File: config.mk
export PLATFORM = sky130hd
export DESIGN_NAME = mba_addr_gen
export DESIGN_NICKNAME = d
export VERILOG_FILES = /design/src/mba_pkg.sv /design/src/mba_circ_fix.sv /design/src/mba_addr_gen.sv
export SDC_FILE = /design/constraint.sdc
export NUM_CORES = 1
export LEC_CHECK = 0
export ABC_CLOCK_PERIOD_IN_PS = 7400
export BUFFER_PORTS_ARGS = -buffer_cell sky130_fd_sc_hd__buf_2
export CAP_MARGIN = 20
export CORE_MARGIN = 2
export CORE_UTILIZATION = 52
export DETAILED_ROUTE_END_ITERATION = 8
export PLACE_DENSITY_LB_ADDON = 0.3
export SYNTH_ARGS = -nofsm -noshare
export SYNTH_HDL_FRONTEND = slang
export SYNTH_SLANG_ARGS = --single-unit
export TNS_END_PERCENT = 50
File: constraint.sdc
create_clock -name clock -period 7.4 [get_ports clock]
set_input_delay 0.74 -clock clock [delete_from_list [all_inputs] [get_ports clock]]
set_output_delay 0.74 -clock clock [all_outputs]
set_load 0.01 [all_outputs]
File: src/mba_pkg.sv
// shared constants and types for the modulo and bit-reversed address generator
`default_nettype none
package mba_pkg;
  localparam int unsigned DATA_W   = 16;
  localparam int unsigned REG_AW   = 4;
  // register offsets on the plain register port
  localparam logic [3:0]  MBA_OFS_CIRC_CTRL  = 4'h0;
  localparam logic [3:0]  MBA_OFS_CIRC_START = 4'h1;
  localparam logic [3:0]  MBA_OFS_CIRC_END   = 4'h2;
  localparam logic [3:0]  MBA_OFS_REV_CTRL   = 4'h3;
  localparam logic [3:0]  MBA_OFS_STATUS     = 4'h4;
  localparam logic [3:0]  MBA_OFS_LAST_EA    = 4'h5;
  // circular_mode_control fields
  localparam int unsigned MBA_CIRC_EN_BIT    = 15;
  localparam int unsigned MBA_RPS_LSB        = 8;
  localparam int unsigned MBA_CPS_LSB        = 0;
  localparam int unsigned MBA_SEL_W          = 4;
  // reverse_addressing_control fields
  localparam int unsigned MBA_REV_EN_BIT     = 15;
  localparam int unsigned MBA_REV_MOD_MSB    = 14;
  // status fields
  localparam int unsigned MBA_ST_REV_BIT     = 0;
  localparam int unsigned MBA_ST_CIRC_BIT    = 1;
  localparam int unsigned MBA_ST_WB_BIT      = 2;
  // reset values
  localparam logic [15:0] MBA_CIRC_CTRL_RST  = 16'h0f0f;
  localparam logic [15:0] MBA_CIRC_START_RST = 16'h0000;
  localparam logic [15:0] MBA_CIRC_END_RST   = 16'h0000;
  localparam logic [15:0] MBA_REV_CTRL_RST   = 16'h0000;
  localparam logic [15:0] MBA_ZERO           = 16'h0000;
  // pointer select value that disables reverse-carry addressing (stack pointer)
  localparam logic [3:0]  MBA_NO_POINTER     = 4'hf;
  localparam logic [15:0] MBA_WORD_STEP      = 16'h0002;
  localparam logic [15:0] MBA_BYTE_STEP      = 16'h0001;
  localparam logic [15:0] MBA_EVEN_MASK      = 16'hfffe;

  typedef enum logic [5:0] {
    MBA_AM_DIRECT   = 6'b000001,
    MBA_AM_POST_INC = 6'b000010,
    MBA_AM_POST_DEC = 6'b000100,
    MBA_AM_PRE_INC  = 6'b001000,
    MBA_AM_PRE_DEC  = 6'b010000,
    MBA_AM_REG_OFS  = 6'b100000
  } mba_amode_e;

  typedef struct packed {
    logic        valid;
    logic        is_write;
    logic        byte_access;
    logic [3:0]  ptr_sel;
    mba_amode_e  mode;
    logic [15:0] ptr_val;
    logic [15:0] offset;
  } mba_req_s;

  typedef struct packed {
    logic        valid;
    logic [15:0] ea;
    logic        wb_en;
    logic [3:0]  wb_sel;
    logic [15:0] wb_val;
    logic        rev_used;
    logic        circ_fixed;
  } mba_resp_s;
endpackage
`default_nettype wire

File: src/mba_circ_fix.sv
// circular buffer boundary correction for one address generator path
`timescale 1ns/10ps
`default_nettype none
module mba_circ_fix
  import mba_pkg::*;
(
  input  wire logic [15:0] addr_in,
  input  wire logic [15:0] buf_start,
  input  wire logic [15:0] buf_end,
  input  wire logic        dir_up,
  input  wire logic        enable,
  output logic      [15:0] addr_out,
  output logic             corrected
);
  logic [15:0] buf_len;
  logic        over_top;
  logic        under_bottom;

  // length of the buffer in bytes, end address inclusive
  assign buf_len      = 16'(buf_end - buf_start + 16'h0001);
  // beyond the boundary, not only equal, so larger jumps wrap correctly
  assign over_top     = dir_up && (addr_in > buf_end);
  assign under_bottom = !dir_up && (addr_in < buf_start);

  // wrap back into the buffer by one buffer length
  always_comb
  begin
    addr_out  = addr_in;
    corrected = 1'b0;
    if (enable && over_top)
    begin
      addr_out  = 16'(addr_in - buf_len);
      corrected = 1'b1;
    end
    else if (enable && under_bottom)
    begin
      addr_out  = 16'(addr_in + buf_len);
      corrected = 1'b1;
    end
  end
endmodule // mba_circ_fix
`default_nettype wire

File: src/mba_addr_gen.sv
// effective address generator with circular and reverse-carry addressing
//
// Notes on behaviour
// - circular correction available for any pointer register
// - up compares top, down bottom, overshoot
// - pointer written back only for pre/post modify
// - reverse-carry only on X writes
// - modifier bit-reversed, addresses kept normal order
// - enable needs select not 15, bit, increment
// - 15-bit modifier field is the pivot
// - word data, modifier scaled, address bit zero
// - otherwise normal addresses, bytes included
// - pointer plus modifier, mode increment ignored
// - reverse-carry beats circular on writes only
//
// Our own choices: the register offsets and strobed register access.
`timescale 1ns/10ps
`default_nettype none
module mba_addr_gen
(
  input  wire logic                 clock,
  input  wire logic                 arst_n,
  input  wire logic [3:0]           reg_addr,
  input  wire logic [15:0]          reg_wdata,
  input  wire logic                 reg_wr,
  input  wire logic                 reg_rd,
  output logic      [15:0]          reg_rdata,
  input  wire mba_pkg::mba_req_s    req,
  output mba_pkg::mba_resp_s        resp
);
  import mba_pkg::*;

  // reset release path
  logic        rst_meta_r;
  logic        rst_sync_r;
  logic        rst_n;

  // software visible registers
  logic [15:0] circ_ctrl_r;
  logic [15:0] circ_start_r;
  logic [15:0] circ_end_r;
  logic [15:0] rev_ctrl_r;
  logic [15:0] status_r;
  logic [15:0] last_ea_r;
  logic [15:0] rdata_r;

  // decoded control fields
  logic        circ_en;
  logic [3:0]  circ_sel;
  logic [3:0]  rev_sel;
  logic        rev_en;
  logic [14:0] rev_mod;
  logic [15:0] rev_mod_bytes;

  // request decode
  logic        is_inc;
  logic        is_dec;
  logic        is_pre;
  logic        is_post;
  logic        is_modify;
  logic [15:0] step;
  logic [15:0] moved;
  logic        dir_up;
  logic        circ_hit;
  logic        rev_active;

  // per path results
  logic [15:0] rd_fixed;
  logic        rd_corr;
  logic [15:0] wr_fixed;
  logic        wr_corr;
  logic [15:0] ptr_even;
  logic [15:0] rev_sum;
  logic [15:0] new_ptr;
  logic        new_corr;
  logic [15:0] ea_nxt;

  // output register
  mba_resp_s   resp_r;

  // reset is taken asynchronously and released through two flip-flops
  always_ff @(posedge clock or negedge arst_n)
  begin
    if (!arst_n)
    begin
      rst_meta_r <= 1'b0;
      rst_sync_r <= 1'b0;
    end
    else
    begin
      rst_meta_r <= 1'b1;
      rst_sync_r <= rst_meta_r;
    end
  end

  assign rst_n = rst_sync_r;

  // bit order swap used by the reverse-carry adder
  function automatic logic [15:0] flip16(input logic [15:0] v);
    logic [15:0] r;
    r = 16'h0000;
    for (int i = 0; i < 16; i++)
    begin
      r[i] = v[15 - i];
    end
    return r;
  endfunction

  // control register fields
  assign circ_en       = circ_ctrl_r[MBA_CIRC_EN_BIT];
  assign circ_sel      = circ_ctrl_r[MBA_CPS_LSB +: MBA_SEL_W];
  assign rev_sel       = circ_ctrl_r[MBA_RPS_LSB +: MBA_SEL_W];
  assign rev_en        = rev_ctrl_r[MBA_REV_EN_BIT];
  assign rev_mod       = rev_ctrl_r[MBA_REV_MOD_MSB:0];  // pivot, half the fft buffer
  // the pivot counts words, so it shifts up one place into bytes
  assign rev_mod_bytes = {rev_mod, 1'b0};

  // register writes; a write lands in the next cycle's address decisions
  always_ff @(posedge clock or negedge rst_n)
  begin
    if (!rst_n)
    begin
      circ_ctrl_r  <= MBA_CIRC_CTRL_RST;
      circ_start_r <= MBA_CIRC_START_RST;
      circ_end_r   <= MBA_CIRC_END_RST;
      rev_ctrl_r   <= MBA_REV_CTRL_RST;
    end
    else if (reg_wr)
    begin
      unique case (reg_addr)
        MBA_OFS_CIRC_CTRL:  circ_ctrl_r  <= reg_wdata;
        MBA_OFS_CIRC_START: circ_start_r <= reg_wdata;
        MBA_OFS_CIRC_END:   circ_end_r   <= reg_wdata;
        MBA_OFS_REV_CTRL:   rev_ctrl_r   <= reg_wdata;
        default:            circ_ctrl_r  <= circ_ctrl_r;  // read-only or unmapped
      endcase
    end
  end

  // read data stands only in the cycle after the strobe; unmapped reads zero
  always_ff @(posedge clock or negedge rst_n)
  begin
    if (!rst_n)
    begin
      rdata_r <= MBA_ZERO;
    end
    else if (reg_rd)
    begin
      unique case (reg_addr)
        MBA_OFS_CIRC_CTRL:  rdata_r <= circ_ctrl_r;
        MBA_OFS_CIRC_START: rdata_r <= circ_start_r;
        MBA_OFS_CIRC_END:   rdata_r <= circ_end_r;
        MBA_OFS_REV_CTRL:   rdata_r <= rev_ctrl_r;
        MBA_OFS_STATUS:     rdata_r <= status_r;
        MBA_OFS_LAST_EA:    rdata_r <= last_ea_r;
        default:            rdata_r <= MBA_ZERO;
      endcase
    end
    else
    begin
      rdata_r <= MBA_ZERO;
    end
  end

  assign reg_rdata = rdata_r;

  // addressing mode classes
  always_comb
  begin
    is_inc  = 1'b0;
    is_dec  = 1'b0;
    is_pre  = 1'b0;
    is_post = 1'b0;
    unique case (req.mode)
      MBA_AM_DIRECT:   is_post = 1'b0;
      MBA_AM_POST_INC:
      begin
        is_inc  = 1'b1;
        is_post = 1'b1;
      end
      MBA_AM_POST_DEC:
      begin
        is_dec  = 1'b1;
        is_post = 1'b1;
      end
      MBA_AM_PRE_INC:
      begin
        is_inc = 1'b1;
        is_pre = 1'b1;
      end
      MBA_AM_PRE_DEC:
      begin
        is_dec = 1'b1;
        is_pre = 1'b1;
      end
      MBA_AM_REG_OFS:  is_pre = 1'b0;
      default:         is_pre = 1'b0;  // an illegal mode code acts as plain indirect
    endcase
  end

  assign is_modify = is_pre || is_post;
  assign step      = req.byte_access ? MBA_BYTE_STEP : MBA_WORD_STEP;

  // candidate address before any boundary correction
  always_comb
  begin
    moved  = req.ptr_val;
    dir_up = 1'b1;
    if (is_inc)
    begin
      moved  = 16'(req.ptr_val + step);
      dir_up = 1'b1;
    end
    else if (is_dec)
    begin
      moved  = 16'(req.ptr_val - step);
      dir_up = 1'b0;
    end
    else if (req.mode == MBA_AM_REG_OFS)
    begin
      moved  = 16'(req.ptr_val + req.offset);
      dir_up = !req.offset[15];  // a negative offset walks the buffer down
    end
  end

  // circular correction applies to whichever pointer is chosen
  assign circ_hit = circ_en && (req.ptr_sel == circ_sel)
                    && (is_modify || (req.mode == MBA_AM_REG_OFS));

  // reverse-carry only for x writes of words with an increment mode
  assign rev_active = rev_en
                      && (rev_sel != MBA_NO_POINTER)
                      && (req.ptr_sel == rev_sel)
                      && (req.mode inside {MBA_AM_PRE_INC, MBA_AM_POST_INC})
                      && !req.byte_access
                      && req.is_write;

  // read generator keeps circular correction in every case
  mba_circ_fix u_rd_fix
  (
    .addr_in   (moved),
    .buf_start (circ_start_r),
    .buf_end   (circ_end_r),
    .dir_up    (dir_up),
    .enable    (circ_hit),
    .addr_out  (rd_fixed),
    .corrected (rd_corr)
  );

  // write generator loses circular correction while reverse-carry is active
  mba_circ_fix u_wr_fix
  (
    .addr_in   (moved),
    .buf_start (circ_start_r),
    .buf_end   (circ_end_r),
    .dir_up    (dir_up),
    .enable    (circ_hit && !rev_active),
    .addr_out  (wr_fixed),
    .corrected (wr_corr)
  );

  // pointer forced even; only word data is reordered
  assign ptr_even = req.ptr_val & MBA_EVEN_MASK;

  // adding the mirrored operands makes carries run from high to low bits;
  // the mode step is not part of this sum
  assign rev_sum = flip16(16'(flip16(ptr_even) + flip16(rev_mod_bytes)))
                   & MBA_EVEN_MASK;

  // choose the updated pointer of the generator that serves this access
  always_comb
  begin
    new_ptr  = rd_fixed;
    new_corr = rd_corr;
    if (req.is_write)
    begin
      if (rev_active)
      begin
        new_ptr  = rev_sum;
        new_corr = 1'b0;
      end
      else
      begin
        new_ptr  = wr_fixed;
        new_corr = wr_corr;
      end
    end
  end

  // post modes use the old pointer, pre and offset modes the new one
  always_comb
  begin
    ea_nxt = req.ptr_val;
    if (is_pre || (req.mode == MBA_AM_REG_OFS))
    begin
      ea_nxt = new_ptr;
    end
    else if (is_post && rev_active)
    begin
      ea_nxt = ptr_even;
    end
  end

  // result register towards the pipeline, one cycle after the request
  always_ff @(posedge clock or negedge rst_n)
  begin
    if (!rst_n)
    begin
      resp_r <= '0;
    end
    else
    begin
      resp_r.valid      <= req.valid;
      resp_r.ea         <= ea_nxt;
      // offset mode corrects the access but leaves the pointer alone
      resp_r.wb_en      <= req.valid && is_modify;
      resp_r.wb_sel     <= req.ptr_sel;
      resp_r.wb_val     <= new_ptr;
      resp_r.rev_used   <= req.valid && rev_active;
      resp_r.circ_fixed <= req.valid && new_corr;
    end
  end

  assign resp = resp_r;

  // status of the most recent access, for software to inspect
  always_ff @(posedge clock or negedge rst_n)
  begin
    if (!rst_n)
    begin
      status_r  <= MBA_ZERO;
      last_ea_r <= MBA_ZERO;
    end
    else if (req.valid)
    begin
      status_r                  <= MBA_ZERO;
      status_r[MBA_ST_REV_BIT]  <= rev_active;
      status_r[MBA_ST_CIRC_BIT] <= new_corr;
      status_r[MBA_ST_WB_BIT]   <= is_modify;
      last_ea_r                 <= ea_nxt;
    end
  end
endmodule // mba_addr_gen
`default_nettype wire

==> impl_results.md <==
- Run status: completed
- Layout area overhead: 12.3%
- Yosys warnings: 0
- Final setup TNS: 0 ps
- Routed WL: 37.7 mm
- GRT Util Overall: 0.316
- Count leader, synth: dfrtp_1
- Port-buffer cells: 124
- Max Cap Viol: 0
- Relative slew slack: 0.317
- Maximum vdd drop: 0.223 mV
- Number of synthesized flops with an enable pin: 0
- CTS H-tree depth: 4
- Tmin final: 5980 ps
- Syn nets: 1475
- Peak Freq: 0.167 GHz
- Flops & latches, synth: 141
- P_leak: 5.96 nW
- Die Y: 154 um
- # DRC: 0
- Arrival time worst endpoint: 6290 ps
- Critical Path RT: 7720 ps
- Via count: 10700
- Initial drt markers: 794
- R2R setup slack: 1960 ps
- CTS Root Cell: clkbuf_16
- Initial antenna violation count: 0
- Synth Flop Type: dfrtp_1
- Commonest cells post-synth: dfrtp_1 (133), ha_1 (123), nand2_1 (94)
- Setup-failing EPs final: 0
- Synth top area share: 0.286
- Total CTS buffers: 17
- DRT Pass-1 Iters: 8
- Chip width: 154 um
- Hold Vio Cnt, Final: 0
- Fin. max-slew vios: 0
- Share of layout cells above drive strength 1: 0.211
- Hold WC Path Type: input port to async pin
- Post-CTS sizing: 0
- TritonCTS clock tree: built
- Syn Std Cell Area: 11600 um2
- ANT cells: 0
- RD Place Congestion: 0.962
- Mapped Cells: 1276
- Pwr dens: 336 nW/um2
- I/O pin total: 125
- Cell variety after synth: 84
- Kind of critical path: input port to register
- Vias in the first global route: 10100
- Post-DP HPWL: 29.6 mm
- Hold-fix buffers, CTS: 0
- Final Core Density: 0.597
- CP Max Fanout: 16
- Routed Antenna Nets: 0
- R2R cell count: 19
- Critical Path Sink Type: register
- Clk buf depth: 2
- # Post-CTS Setup Buffers: 0
- Clk slew on worst S/H paths: 70 ps
- Cell type with the largest total area after synthesis: dfrtp_1
- Initial Utilization: 0.532
- Core Region: 21900 um2
- Synth area leaders: dfrtp_1 (29%), ha_1 (13%), mux2_2 (7.5%)
- Num rows: 54
- Final period util: 0.808
- Gr ovfl total: 0
- Syn avg cell area: 9.12 um2
- CTS sink count: 141
- Worst Skew: 17.0 ps
- Actual slew at the worst max-slew pin: 1020 ps
- Worst setup SP type: input port
- Fin nets: 1578
- Unrepaired setup endpoints after global routing: false
- Wire per inst: 22.5 um
- Register area share after synthesis: 0.304
- Pin count of the biggest net entering global routing: 51
- Post-DR vias/cell: 6.38
- Clock latency at the later pin of the worst-skew pair: 440 ps
- First-pass GRT wire length: 58.0 mm
- Die area: 23600 um2
- Post-synthesis async set-or-reset flop share: 1.00
cell usage in the layout (no fill, tap or decap), types with 7 or more instances in the layout:
master and n:
mux2_2 77, nor3_1 29, a211oi_1 15, clkbuf_16 17
ha_1 123, nand2_1 94, o22ai_1 12, o221ai_1 14
dfstp_2 8, and3_1 15, nand3_1 26, o211ai_1 15
mux2i_1 8, nand4_1 8, inv_1 93, nor2b_1 12
xor2_1 20, o31ai_1 9, or3_1 15, fa_1 7
and2_1 14, a21o_1 15, or2_2 10, a221oi_1 9
a21oi_1 74, buf_2 124, a31oi_1 32, xnor2_1 40
nand2b_1 13, a22oi_1 32, o21ai_0 51, o21bai_1 15
o21a_1 11, dfrtp_1 132, nor2_1 72, buf_4 14
worst paths after layout:
kind                                            from                         end
hold reg to reg                      rst_n$_DFF_PN0_          resp[31]$_DFF_PN0_
hold / removal                                arst_n        rst_meta_r$_DFF_PN0_
setup / recovery                             req[42]    last_ea_r[3]$_DFFE_PN0P_
setup reg to reg           circ_end_r[2]$_DFFE_PN0P_          resp[38]$_DFF_PN0_
max in group asynchronous            rst_n$_DFF_PN0_  rev_ctrl_r[12]$_DFFE_PN0P_
min in group clock              rst_meta_r$_DFF_PN0_             rst_n$_DFF_PN0_
critical path, stage by stage:
cell      delay [ps]
buf_2            160
inv_1            100
ha_1             300
o21bai_1         120
or4b_4           590
nor3_4           250
o22ai_1          100
or3_1            330
a22oi_1          630
ha_1             390
a211o_1          270
a221oi_1         290
o221ai_2         160
a41oi_1          350
o21a_4           320
nor2_2           120
a22o_1           270
mux2_2           270
mux2_4           260
mux2_4           250
sequential cells by signal, indices dropped and copies added, names as in the netlist:
register / count
resp: 40
circ_ctrl_r: 16
rst_meta_r: 1
status_r: 3
circ_start_r: 16
rst_n: 1
rev_ctrl_r: 16
reg_rdata: 16
last_ea_r: 16
circ_end_r: 16
layer usage:
metal / share of wire / up-vias / global-route usage
li1: - / 4919 / -
met1: 0.42 / 5110 / 0.431
met2: 0.45 / 546 / 0.499
met3: 0.092 / 96 / 0.0699
met4: 0.036 / 0 / 0.111
met5: 0 / - / 0
stage by stage:
| stage | setup slack [ps] | total power [W] | instances | instance area (um2) | hold slack (ps) |
|---|---|---|---|---|---|
| 2_1_floorplan | 1970 | 0.00279 | 1276 | 11600 | 331 |
| 3_3_place_gp | 1240 | 0.00345 | 1640 | 12500 | 343 |
| 3_5_place_dp | 1060 | 0.00348 | 1640 | 12500 | 344 |
| 4_1_cts | 1510 | 0.00436 | 1672 | 13100 | 69.4 |
| 5_1_grt | 1080 | 0.00468 | 1672 | 13100 | 65.8 |
| 6_report | 1420 | 0.00439 | 1672 | 13100 | 77.1 |
power by group:
group          internal, W  total [W]  switching (W)
registers         0.000903    0.00103       0.000129
logic              0.00101    0.00249        0.00148
clock network     0.000481   0.000869       0.000388
total              0.00240    0.00439        0.00200
cell type report:
class | count | area (um2)
clock buffer | 17 | 425
clock inverter | 15 | 169
fill | 1944 | 8820
inverter | 93 | 349
multi-input combinational | 988 | 7510
sequential | 141 | 3540
tap | 280 | 350
timing repair buffer | 138 | 726
cell families (layout without fill, tap and decap cells):
logic type | after synthesis | in the layout | synth area share
AOI/OAI and AO/OA | 366 | 366 | 0.218
adders and majority gates | 130 | 130 | 0.144
other | 1 | 1 | 0.000322
muxes | 87 | 87 | 0.0840
xor gates and xnor gates | 60 | 60 | 0.0452
buffers and inverters | 147 | 263 | 0.0517
and+or+nand+nor | 344 | 344 | 0.153
DFF | 141 | 141 | 0.304
Power figures use the tool's default switching activity.
